`config.mk`:
```
export PLATFORM = sky130hd
export DESIGN_NAME = ssl_link_supervisor
export DESIGN_NICKNAME = d
export VERILOG_FILES = /design/src/core/ssl_link_supervisor.v
export VERILOG_INCLUDE_DIRS = /design/src /design/src/core
export SDC_FILE = /design/constraint.sdc
export NUM_CORES = 1
export LEC_CHECK = 0
export BUFFER_PORTS_ARGS = -buffer_cell sky130_fd_sc_hd__buf_2
export CORE_MARGIN = 1.5
export CORE_UTILIZATION = 24
export DETAILED_ROUTE_END_ITERATION = 8
export PLACE_DENSITY_LB_ADDON = 0.08
export SYNTH_ARGS = -nofsm -noshare
export SYNTH_HDL_FRONTEND = slang
export SYNTH_SLANG_ARGS = --single-unit
```
`constraint.sdc`:
```
create_clock -name core_clk -period 2.6 [get_ports core_clk]
set_input_delay 0.13 -clock core_clk [delete_from_list [all_inputs] [get_ports core_clk]]
set_output_delay 0.13 -clock core_clk [all_outputs]
set_load 0.01 [all_outputs]
```
`src/core/ssl_defs.vh`:
```
// Purpose: Constants for the serial slave link supervisor
// Assumes: 100 MHz core clock
// Notes: Times are given in their own unit and converted to cycles here
`ifndef SSL_DEFS_VH
`define SSL_DEFS_VH
`define SSL_CLK_HZ 100000000
`define SSL_STATION_MIN 6'h01
`define SSL_STATION_MAX 6'h20
`define SSL_MODE_RTU 1'h0
`define SSL_MODE_ASCII 1'h1
`define SSL_BAUD_4800 2'h0
`define SSL_BAUD_9600 2'h1
`define SSL_BAUD_19200 2'h2
`define SSL_BAUD_38400 2'h3
// Bit dividers are clock cycles per bit at 100 MHz, sized to the divider register
`define SSL_DIV_4800 16'h5161
`define SSL_DIV_9600 16'h28B0
`define SSL_DIV_19200 16'h1458
`define SSL_DIV_38400 16'h0A2C
`define SSL_PAR_NONE 2'h0
`define SSL_PAR_EVEN 2'h1
`define SSL_PAR_ODD 2'h2
`define SSL_TICK_MS 100
`define SSL_TICK_CYC (`SSL_CLK_HZ / 1000 * `SSL_TICK_MS)
`define SSL_WAIT_UNIT_MS 2
`define SSL_WAIT_UNIT_CYC (`SSL_CLK_HZ / 1000 * `SSL_WAIT_UNIT_MS)
`define SSL_WAIT_MIN 7'h05
`define SSL_WAIT_MAX 7'h41
`define SSL_RETRY_MAX 5'h14
`define SSL_ACT_DEC1 2'h0
`define SSL_ACT_COAST 2'h1
`define SSL_ACT_DEC2 2'h2
`define SSL_ACT_RUN 2'h3
`endif

```
`src/core/ssl_link_supervisor.v`:
```
// Purpose: Serial slave link: character framing, address filter, timeout and retry supervision
// Assumes: Frame decode (RTU/ASCII) is outside; this block frames characters and supervises
// Notes: Tick and wait-unit counts are parameters so a simulation can shorten them; bit dividers are fixed
`include "ssl_defs.vh"
`default_nettype none
module ssl_link_supervisor #(
  parameter TICK_CYC = `SSL_TICK_CYC,
  parameter WAIT_UNIT_CYC = `SSL_WAIT_UNIT_CYC
) (
  // Clock and reset
  input wire core_clk,
  input wire reset_n,
  // Configuration
  input wire [5:0] stationNumber,
  input wire frameMode,
  input wire [1:0] baudSelect,
  input wire stopBitSelect,
  input wire [1:0] paritySelect,
  input wire dataFormat,
  input wire [7:0] timeoutTenths,
  input wire [1:0] timeoutAction,
  input wire [4:0] retryLimit,
  input wire [6:0] turnaroundUnits,
  // Serial pins
  input wire rxd,
  output reg txd,
  output reg txEnable,
  // Frame decoder side
  output reg [7:0] rxData,
  output reg rxValid,
  output reg rxParityError,
  output wire modeAscii,
  input wire frameDone,
  input wire [7:0] frameAddress,
  input wire frameCrcOk,
  input wire frameIsPoll,
  output reg frameAccept,
  // Response side
  input wire [7:0] txData,
  input wire txValid,
  output wire txReady,
  // Supervision status
  output reg comm_timeout_indication,
  output reg retry_limit_fault,
  output reg stopDec1,
  output reg stopDec2,
  output reg stopCoast
);
  localparam ST_IDLE = 4'h1;
  localparam ST_WAIT = 4'h2;
  localparam ST_SEND = 4'h4;
  localparam ST_DONE = 4'h8;

  reg [1:0] baudLatched;
  reg baudCaught;
  reg [15:0] bitDiv;
  reg [15:0] rxCnt;
  reg [3:0] rxBit;
  reg rxBusy;
  reg [10:0] rxShift;
  reg rxdPrev;
  reg [15:0] txCnt;
  reg [3:0] txBit;
  reg [11:0] txShift;
  reg [3:0] txLen;
  reg [3:0] txState;
  reg [23:0] waitCnt;
  reg [6:0] waitUnits;
  reg [23:0] tickCnt;
  reg [7:0] tenths;
  reg [4:0] errCount;
  wire [3:0] dataBits = dataFormat ? 4'h7 : 4'h8;
  wire parityOn = (paritySelect != `SSL_PAR_NONE);
  wire [3:0] rxFrameBits = dataBits + {3'h0, parityOn};
  wire [6:0] waitTarget = (turnaroundUnits < `SSL_WAIT_MIN) ? `SSL_WAIT_MIN :
    (turnaroundUnits > `SSL_WAIT_MAX) ? `SSL_WAIT_MAX : turnaroundUnits;
  wire [4:0] limitEff = (retryLimit > `SSL_RETRY_MAX) ? `SSL_RETRY_MAX : retryLimit;
  wire stationOk = (stationNumber >= `SSL_STATION_MIN) && (stationNumber <= `SSL_STATION_MAX);
  wire addrMatch = stationOk && (frameAddress == {2'h0, stationNumber});
  wire [7:0] txMasked = dataFormat ? {1'h0, txData[6:0]} : txData;
  wire txPar = (^txMasked) ^ (paritySelect == `SSL_PAR_ODD);

  assign modeAscii = frameMode;
  assign txReady = (txState == ST_WAIT || txState == ST_IDLE) && waitUnits >= waitTarget;

  // Rate is caught once after reset release so later changes wait for the next reset
  always @(posedge core_clk or negedge reset_n) begin
    if (!reset_n) begin
      baudLatched <= `SSL_BAUD_9600;
      baudCaught <= 1'b0;
    end else if (!baudCaught) begin
      baudLatched <= baudSelect;
      baudCaught <= 1'b1;
    end
  end

  always @* begin
    case (baudLatched)
      `SSL_BAUD_4800: bitDiv = `SSL_DIV_4800;
      `SSL_BAUD_9600: bitDiv = `SSL_DIV_9600;
      `SSL_BAUD_19200: bitDiv = `SSL_DIV_19200;
      default: bitDiv = `SSL_DIV_38400;
    endcase
  end

  // Receiver: samples mid-bit, start plus data plus optional parity
  always @(posedge core_clk or negedge reset_n) begin
    if (!reset_n) begin
      rxdPrev <= 1'b1;
      rxBusy <= 1'b0;
      rxCnt <= 16'h0000;
      rxBit <= 4'h0;
      rxShift <= 11'h000;
      rxData <= 8'h00;
      rxValid <= 1'b0;
      rxParityError <= 1'b0;
    end else begin
      rxdPrev <= rxd;
      rxValid <= 1'b0;
      if (!rxBusy) begin
        if (rxdPrev && !rxd) begin
          rxBusy <= 1'b1;
          rxCnt <= {1'b0, bitDiv[15:1]};
          rxBit <= 4'h0;
        end
      end else if (rxCnt != 16'h0000) begin
        rxCnt <= rxCnt - 16'h0001;
      end else begin
        rxCnt <= bitDiv - 16'h0001;
        rxBit <= rxBit + 4'h1;
        if (rxBit == 4'h0) begin
          if (rxd)
            rxBusy <= 1'b0;
        end else if (rxBit <= rxFrameBits) begin
          rxShift <= {rxd, rxShift[10:1]};
        end else begin
          // Stop bit reached; second stop bit is not checked on receive
          rxBusy <= 1'b0;
          rxValid <= 1'b1;
          if (parityOn) begin
            rxData <= dataFormat ? {1'b0, rxShift[9:3]} : rxShift[9:2];
            rxParityError <= (^(dataFormat ? rxShift[10:3] : rxShift[10:2])) ^
              (paritySelect == `SSL_PAR_ODD);
          end else begin
            rxData <= dataFormat ? {1'b0, rxShift[10:4]} : rxShift[10:3];
            rxParityError <= 1'b0;
          end
        end
      end
    end
  end

  // Frame supervision: address filter, retry counter, poll timeout
  always @(posedge core_clk or negedge reset_n) begin
    if (!reset_n) begin
      frameAccept <= 1'b0;
      errCount <= 5'h00;
      retry_limit_fault <= 1'b0;
      comm_timeout_indication <= 1'b0;
      tickCnt <= 24'h000000;
      tenths <= 8'h00;
    end else begin
      frameAccept <= frameDone && addrMatch && frameCrcOk;
      if (frameDone && addrMatch && !frameCrcOk) begin
        if (errCount + 5'h01 >= limitEff)
          retry_limit_fault <= 1'b1;
        errCount <= errCount + 5'h01;
      end else if (frameDone && addrMatch) begin
        errCount <= 5'h00;
      end
      if (timeoutTenths == 8'h00) begin
        tickCnt <= 24'h000000;
        tenths <= 8'h00;
      end else if (frameDone && addrMatch && frameCrcOk && frameIsPoll) begin
        tickCnt <= 24'h000000;
        tenths <= 8'h00;
      end else if (tickCnt == TICK_CYC - 1) begin
        tickCnt <= 24'h000000;
        if (tenths != 8'hFF)
          tenths <= tenths + 8'h01;
        if (tenths + 8'h01 >= timeoutTenths)
          comm_timeout_indication <= 1'b1;
      end else begin
        tickCnt <= tickCnt + 24'h000001;
      end
    end
  end

  // Stop commands; retry fault takes the decel-1 stop as its stop setting
  always @(posedge core_clk or negedge reset_n) begin
    if (!reset_n) begin
      stopDec1 <= 1'b0;
      stopDec2 <= 1'b0;
      stopCoast <= 1'b0;
    end else begin
      stopDec1 <= retry_limit_fault ||
        (comm_timeout_indication && timeoutAction == `SSL_ACT_DEC1);
      stopCoast <= comm_timeout_indication && timeoutAction == `SSL_ACT_COAST;
      stopDec2 <= comm_timeout_indication && timeoutAction == `SSL_ACT_DEC2;
    end
  end

  // Transmitter with turnaround wait measured from the last accepted frame
  always @(posedge core_clk or negedge reset_n) begin
    if (!reset_n) begin
      txState <= ST_IDLE;
      waitCnt <= 24'h000000;
      waitUnits <= 7'h00;
      txCnt <= 16'h0000;
      txBit <= 4'h0;
      txShift <= 12'hFFF;
      txLen <= 4'h0;
      txd <= 1'b1;
      txEnable <= 1'b0;
    end else begin
      if (frameAccept) begin
        waitCnt <= 24'h000000;
        waitUnits <= 7'h00;
      end else if (waitUnits < waitTarget) begin
        if (waitCnt == WAIT_UNIT_CYC - 1) begin
          waitCnt <= 24'h000000;
          waitUnits <= waitUnits + 7'h01;
        end else begin
          waitCnt <= waitCnt + 24'h000001;
        end
      end
      case (txState)
        ST_IDLE, ST_WAIT: begin
          txEnable <= 1'b0;
          txd <= 1'b1;
          txState <= frameAccept ? ST_WAIT : txState;
          if (txValid && txReady && !frameAccept) begin
            txState <= ST_SEND;
            txEnable <= 1'b1;
            txShift <= dataFormat ?
              {2'h3, parityOn ? txPar : 1'b1, txMasked[6:0], 1'b0, 1'b1} :
              {1'b1, parityOn ? txPar : 1'b1, txMasked, 1'b0, 1'b1};
            txLen <= 4'h1 + dataBits + {3'h0, parityOn} + (stopBitSelect ? 4'h2 : 4'h1);
            txBit <= 4'h0;
            txCnt <= 16'h0000;
          end
        end
        ST_SEND: begin
          if (txCnt != 16'h0000) begin
            txCnt <= txCnt - 16'h0001;
          end else if (txBit == txLen) begin
            txState <= ST_DONE;
          end else begin
            txd <= txShift[1];
            txShift <= {1'b1, txShift[11:1]};
            txBit <= txBit + 4'h1;
            txCnt <= bitDiv - 16'h0001;
          end
        end
        ST_DONE: begin
          // Drop enable on the same edge that enters IDLE so ready never overlaps a sending flag
          txState <= ST_IDLE;
          txd <= 1'b1;
          txEnable <= 1'b0;
        end
        default: txState <= ST_IDLE;
      endcase
    end
  end
endmodule
`default_nettype wire

```
== After elaboration in Yosys (flattened, before gate mapping) ==
Index checks and enable logic that the tools add are counted.

* Bits in registers: 162
* Output and inout port bits: 20
* Input port bits: 58
* Word-level logic and storage cells: 197

* $lt $le $gt $ge: 10
* Equal/unequal tests: 21
* Reductions and logical operators: 50
* Bitwise operators: 7
* Add/subtract/negate cells: 14
* Mux-type cells: 67

{| class="wikitable"
|+ Operators with widths
! kind !! count
|-
| $mux W24 || 6
|-
| $mux W16 || 6
|-
| $mux W8 || 8
|-
| $add A24 B1 Y24 const B || 2
|-
| $pmux W15 S3 || 1
|-
| $mux W4 || 11
|-
| $mux W12 || 3
|-
| $mux W7 || 5
|-
| $pmux W16 S2 || 1
|-
| $reduce_bool A16 Y1 || 2
|-
| $sub A16 B1 Y16 const B || 2
|-
| $eq A24 B18 Y1 const B || 1
|-
| $eq A24 B24 Y1 const B || 1
|-
| $pmux W12 S2 || 1
|-
| $pmux W4 S2 || 2
|-
| $reduce_and A4 Y1 || 4
|-
| $reduce_bool A2 Y1 || 8
|-
| $sub A15 B1 Y16 const B || 1
|-
| $mux W1 || 15
|-
| $mux W5 || 3
|-
| $logic_and A1 B1 Y1 || 13
|-
| $mux W11 || 1
|-
| $ne A2 B2 Y1 const B || 5
|-
| $reduce_and A2 Y1 || 5
|-
| other kinds (43) || 62
|}

== Depth between registers and ports, before layout ==
* Depth after elaboration: 9
* Depth in mapped cells: 14
* Mapped depth without buffers: 13

== Least setup slack after synthesis ==
No wires, ideal clock.

* Path kind: in2reg
* From: in paritySelect[1]
* To: reg rxShift[10]
* Arrival: 2621 ps
* Buffers on the path: 2
* Library setup time: 125 ps
* Stages on the path: 12
* Data required time: 2475 ps
* Path slack: -146 ps
* Path through: nor2_1 buf_1 ha_1 inv_1 ha_1 nor2b_1 o21a_1 o21a_1 o21ai_0 and2_1 buf_2 mux2_2

* Word-level cells in the longest chain between the ends: 4

{| class="wikitable"
|+ Ends and longest elaborated chain
! what !! RTL line !! text
|-
| from (decl) || ssl_link_supervisor.v:18 || <nowiki>input wire [1:0] paritySelect,</nowiki>
|-
| $reduce_bool A2 Y1 (no line) || n/a ||
|-
| $add A4 B1 Y4 || ssl_link_supervisor.v:74 || <nowiki>wire [3:0] rxFrameBits = dataBits + {3'h0, parityOn};</nowiki>
|-
| $le A4 B4 Y1 || ssl_link_supervisor.v:134 || <nowiki>end else if (rxBit <= rxFrameBits) begin</nowiki>
|-
| $reduce_and A4 Y1 (no line) || n/a ||
|-
| to (signal assigned) || ssl_link_supervisor.v:135 || <nowiki>rxShift <= {rxd, rxShift[10:1]};</nowiki>
|-
| to (decl) || ssl_link_supervisor.v:60 || <nowiki>reg [10:0] rxShift;</nowiki>
|}

No other way between the ends.
A chain may end at the register's enable or synchronous reset.

== Worst setup path after layout ==
* From: reg txCnt[0]
* To: reg txCnt[5]

* Word-level cells in the longest chain between the ends: 3
* Elaborated cells between the ends (all ways): 6
* Those cells by class: 1 x add/sub; 1 x eq/ne; 2 x mux; 2 x reduce/logical

{| class="wikitable"
|+ Ends and longest elaborated chain
! what !! RTL line !! text
|-
| from (decl) || ssl_link_supervisor.v:62 || <nowiki>reg [15:0] txCnt;</nowiki>
|-
| from (signal assigned) || ssl_link_supervisor.v:245 || <nowiki>txCnt <= txCnt - 16'h0001;</nowiki>
|-
| from (signal assigned) || ssl_link_supervisor.v:252 || <nowiki>txCnt <= bitDiv - 16'h0001;</nowiki>
|-
| $sub A16 B1 Y16 / $reduce_bool A16 Y1 (equally long branches) || ssl_link_supervisor.v:245, ssl_link_supervisor.v:244 ||
|-
| $mux W16 / $ne A3 B3 Y1 (equally long branches) || n/a ||
|-
| $pmux W16 S2 / $reduce_and A3 Y1 (equally long branches) || n/a ||
|}

Parallel ways exist; a longest one is shown, timed or not.

==> run_results.csv <==
group,metric,value,unit
status,status,"completed",
clock_tree,clock_path_buffers,2,
clock_tree,cts_made_buffers,17,
synth,syn_nets,1177,
detailed_routing,met3_length,687,um
worst_setup_path,cp_slowest_cell,"a21oi_1",
timing,setup_violations,0,
global_route,gr-total-overflow,0,
global_route,grt_pass1_vias,8270,
timing,finalCritPeriodShare,0.9278,
synth,synthXorXnorAreaFrac,0.06832,
min_path,hold_class,"input pin to flip-flop",
synth,synthAdderAreaFrac,0.06845,
die,die_width,203.9,um
synth,synth-edff-count,0,
power_and_ir_drop,p_int,6.010,mW
synth,yosysSeqAreaShare,0.4099,
synth,synth_commonest_cells,"dfrtp_1 (144), nand2_1 (97), nor2_1 (85)",
final_layout,fin_area,11950,um^2
clock_tree,clk_pin_slew_worst_paths,0.06,ns
synth,synth_top_cell_area_share,0.3719,
die,ios,78,
clock_tree,cts.sinks,158,
synth,synth_top_cell_by_area,"dfrtp_1",
synth,ys_types,64,
detailed_routing,avgRoutedWirePerCell,14.95,um
final_layout,drive_gt1_frac,0.1828,
worst_setup_path,crit_type,"flip-flop to flip-flop",
clock_tree,postCtsSetupBuffers,0,
worst_setup_path,crit_path_max_fanout,8,
power_and_ir_drop,p_leak,5.322,nW
detailed_routing,highest_layer,"met4",
timing,holdWs,0.03137,ns
final_layout,num_antenna_cells,0,
power_and_ir_drop,clkPwrFrac,0.285,
detailed_routing,routed_wirelength,26.09,mm
timing,timing_max_transition_violations_final,0,
detailed_routing,met1Wirelength,13.44,mm
global_route,grt_pass1_wl,44.10,mm
worst_setup_path,crit_path_start_kind,"flip-flop",
power_and_ir_drop,p_sw_frac,0.3544,
synth,synth_top_family_by_area,"simple AND/OR/NAND/NOR gates",
power_and_ir_drop,p_comb_frac,0.326,
synth,synthSimpleGateAreaFrac,0.2148,
synth,avgSynthCellArea,9.088,um^2
synth,synth_top_flop_cell,"dfrtp_1",
timing,rsz0062_at_grt,"no",
power_and_ir_drop,ir_drop,460.6,uV
synth,synthMuxAreaShare,0.04753,
synth,async_flop_share,1.000,
global_route,grtUsageTotal,0.1318,
detailed_routing,dr.pass1.iters,5,
synth,synth_area,9688,um^2
detailed_routing,remaining_drc_errors,0,
synth,syn_inst,1066,
worst_setup_path,path_cells,"inv_1 -> ha_1 -> nand2b_1 -> nor3_1 -> and4_1 -> a21oi_1 -> buf_4 -> o32ai_1 -> a22o_1",
timing,tns,0,ns
final_layout,syn2layout_area_growth,23.35,%
synth,synth_compound_area_frac,0.1561,
placement,routabilityCongestion,0.7738,
global_route,antenna_found_initial,0,
worst_setup_path,path_buf_inv,2,
final_layout,post-route-util,0.3001,
timing,slew-limit-headroom,0.5248,
power_and_ir_drop,pwr-share-seq,0.390,
global_route,grt_max_degree,81,
worst_setup_path,worstSetupEndpointType,"flip-flop",
power_and_ir_drop,powerDensity,779.0,nW/um^2
worst_setup_path,reg2regPathDepth,9,
run,maxCapViolations,0,
detailed_routing,ant_nets,0,
die,initial_core_util,0.2433,
die,core-area,39820,um^2
clock_tree,cts_root_buf,"clkbuf_16",
detailed_routing,viasPerCell,4.681,
clock_tree,htreeDepth,4,
synth,yosysWarnings,0,
timing,finClkSkew,0.006855,ns
final_layout,final_cells,1745,
clock_tree,cts_tree,"yes",
clock_tree,clock_latency,0.43,ns
die,die-area,41580,um^2
worst_setup_path,critPathMaxStageDelay,0.59,ns
die,die_h,203.9,um
placement,dp_hpwl,18.85,mm
die,rows,73,
timing,timing.fmax,0.4146,GHz
power_and_ir_drop,net-switching-power,3.299,mW
worst_setup_path,worstPathRequired,2.93,ns
worst_setup_path,reg2reg_slack,0.19,ns
final_layout,nNetsFinal,1318,
placement,io_buffer_count,75,
worst_setup_path,cpLargestDelayFamily,"compound AO/OA/AOI/OAI gates",
placement,dp.cells,1701,
detailed_routing,first_iter_violations,532,
worst_setup_path,path_depth,9,
synth,synth-seq-cells,158,
placement,postPlaceCellArea,11200,um^2
detailed_routing,wl_met2,11.68,mm
synth,synth_area_leaders,"dfrtp_1 (37%), ha_1 (6.8%), dfstp_2 (3.8%), nand2_1 (3.8%), a21oi_1 (3.7%)",
timing,worst_pin_slew,0.7102,ns
worst_setup_path,worst_ep_arrival_time,2.74,ns
detailed_routing,vias,8168,
synth,synth.most_common_cell,"dfrtp_1",
min_path,hold_depth,4,
timing,min_period,2.412,ns
final_layout,nFillCells,4286,
timing,hold_violations,0,
## flip-flops by register name, indices dropped and copies added, names as in the netlist, 2 cells and up
register     count
rxShift          9
txLen            4
txShift         10
rxData           8
baudLatched      2
tickCnt         24
txState          4
tenths           8
rxBit            4
txCnt           16
rxCnt           16
waitUnits        7
txBit            4
waitCnt         24
errCount         5
## area by class of cell
type / instances / area (um^2) / share of cell area
Clock buffer: 27 / 503.0 / 0.04209
Inverter: 47 / 176.4 / 0.01476
Tap cell: 525 / 656.9 / 0.05497
Sequential cell: 158 / 3971 / 0.3323
Timing Repair Buffer: 161 / 1120 / 0.09371
Multi-Input combinational cell: 822 / 5420 / 0.4536
Clock inverter: 5 / 102.6 / 0.008585
## worst paths after layout
kind                                              from                 endpoint
min in group asynchronous                      reset_n   waitCnt[3]$_DFFE_PN0P_
worst max-delay path              txCnt[0]$_DFFE_PN0P_     txCnt[5]$_DFFE_PN0P_
worst min-delay path                           txValid   txState[0]$_DFFE_PN1P_
max in group asynchronous                      reset_n  txShift[10]$_DFFE_PN1P_
worst max register to register    txCnt[0]$_DFFE_PN0P_     txCnt[5]$_DFFE_PN0P_
worst min register to register  txShift[1]$_DFFE_PN1P_   txShift[1]$_DFFE_PN1P_
## timing repair
action	CTS	global route
hold buffers	12	0
resized for setup	0	6
endpoints found under the setup margin	0	39
hold endpoints to repair	157	0
## power by group through the flow
stage          registers [mW]  logic [mW]  clock network, mW
2_1_floorplan            3.48        2.10                  0
3_3_place_gp             3.68        3.05                  0
3_5_place_dp             3.66        3.01                  0
4_1_cts                  3.62        3.05               2.78
5_1_grt                  3.73        3.42               2.88
6_report                 3.63        3.03               2.65
## layer usage
layer | track usage | up-vias
met5 | 0 | -
met4 | 0.03889 | 0
met3 | 0.02121 | 13
met2 | 0.2026 | 97
met1 | 0.1888 | 3940
li1 | - | 4118
## cell usage in the layout (no fill, tap or decap), drive strengths merged, types with 15 or more instances in the layout
| master | synthesis | final |
|---|---|---|
| buf | 12 | 149 |
| dfrtp | 144 | 144 |
| nand2 | 97 | 97 |
| nor2 | 85 | 85 |
| a21oi | 72 | 72 |
| o21ai | 65 | 65 |
| nand3 | 55 | 55 |
| ha | 53 | 53 |
| inv | 47 | 47 |
| xor2 | 38 | 38 |
| xnor2 | 35 | 35 |
| nor3 | 34 | 34 |
| mux2i | 28 | 28 |
| clkbuf | 27 | 27 |
| o31ai | 21 | 21 |
| and3 | 19 | 19 |
| nand4 | 17 | 17 |
| or3 | 17 | 17 |
| mux2 | 16 | 16 |
| or4 | 16 | 16 |
| nor4 | 15 | 15 |
## stage by stage
stage,setup WS (ns),power (mW)
after floorplan,0.01358,5.578
final,0.1878,9.310
after CTS,0.007198,9.442
after global placement,-0.3892,6.728
after global routing,0.01271,10.03
after detailed placement,-0.4340,6.674
## logic make-up (layout without fill, tap and decap cells)
group | after synthesis | count (layout)
simple gates | 409 | 409
compound gates | 241 | 241
fa+ha+maj | 53 | 53
xor+xnor | 74 | 74
other cells | 1 | 1
flops | 158 | 158
mux | 44 | 44
buf+inv | 86 | 240
## worst min-delay path, stage by stage
cell and delay [ns]:
buf_2 0.09, nand3_1 0.08, nand3_1 0.09, a21oi_1 0.06
No activity file was read; power rests on OpenSTA's default activity.
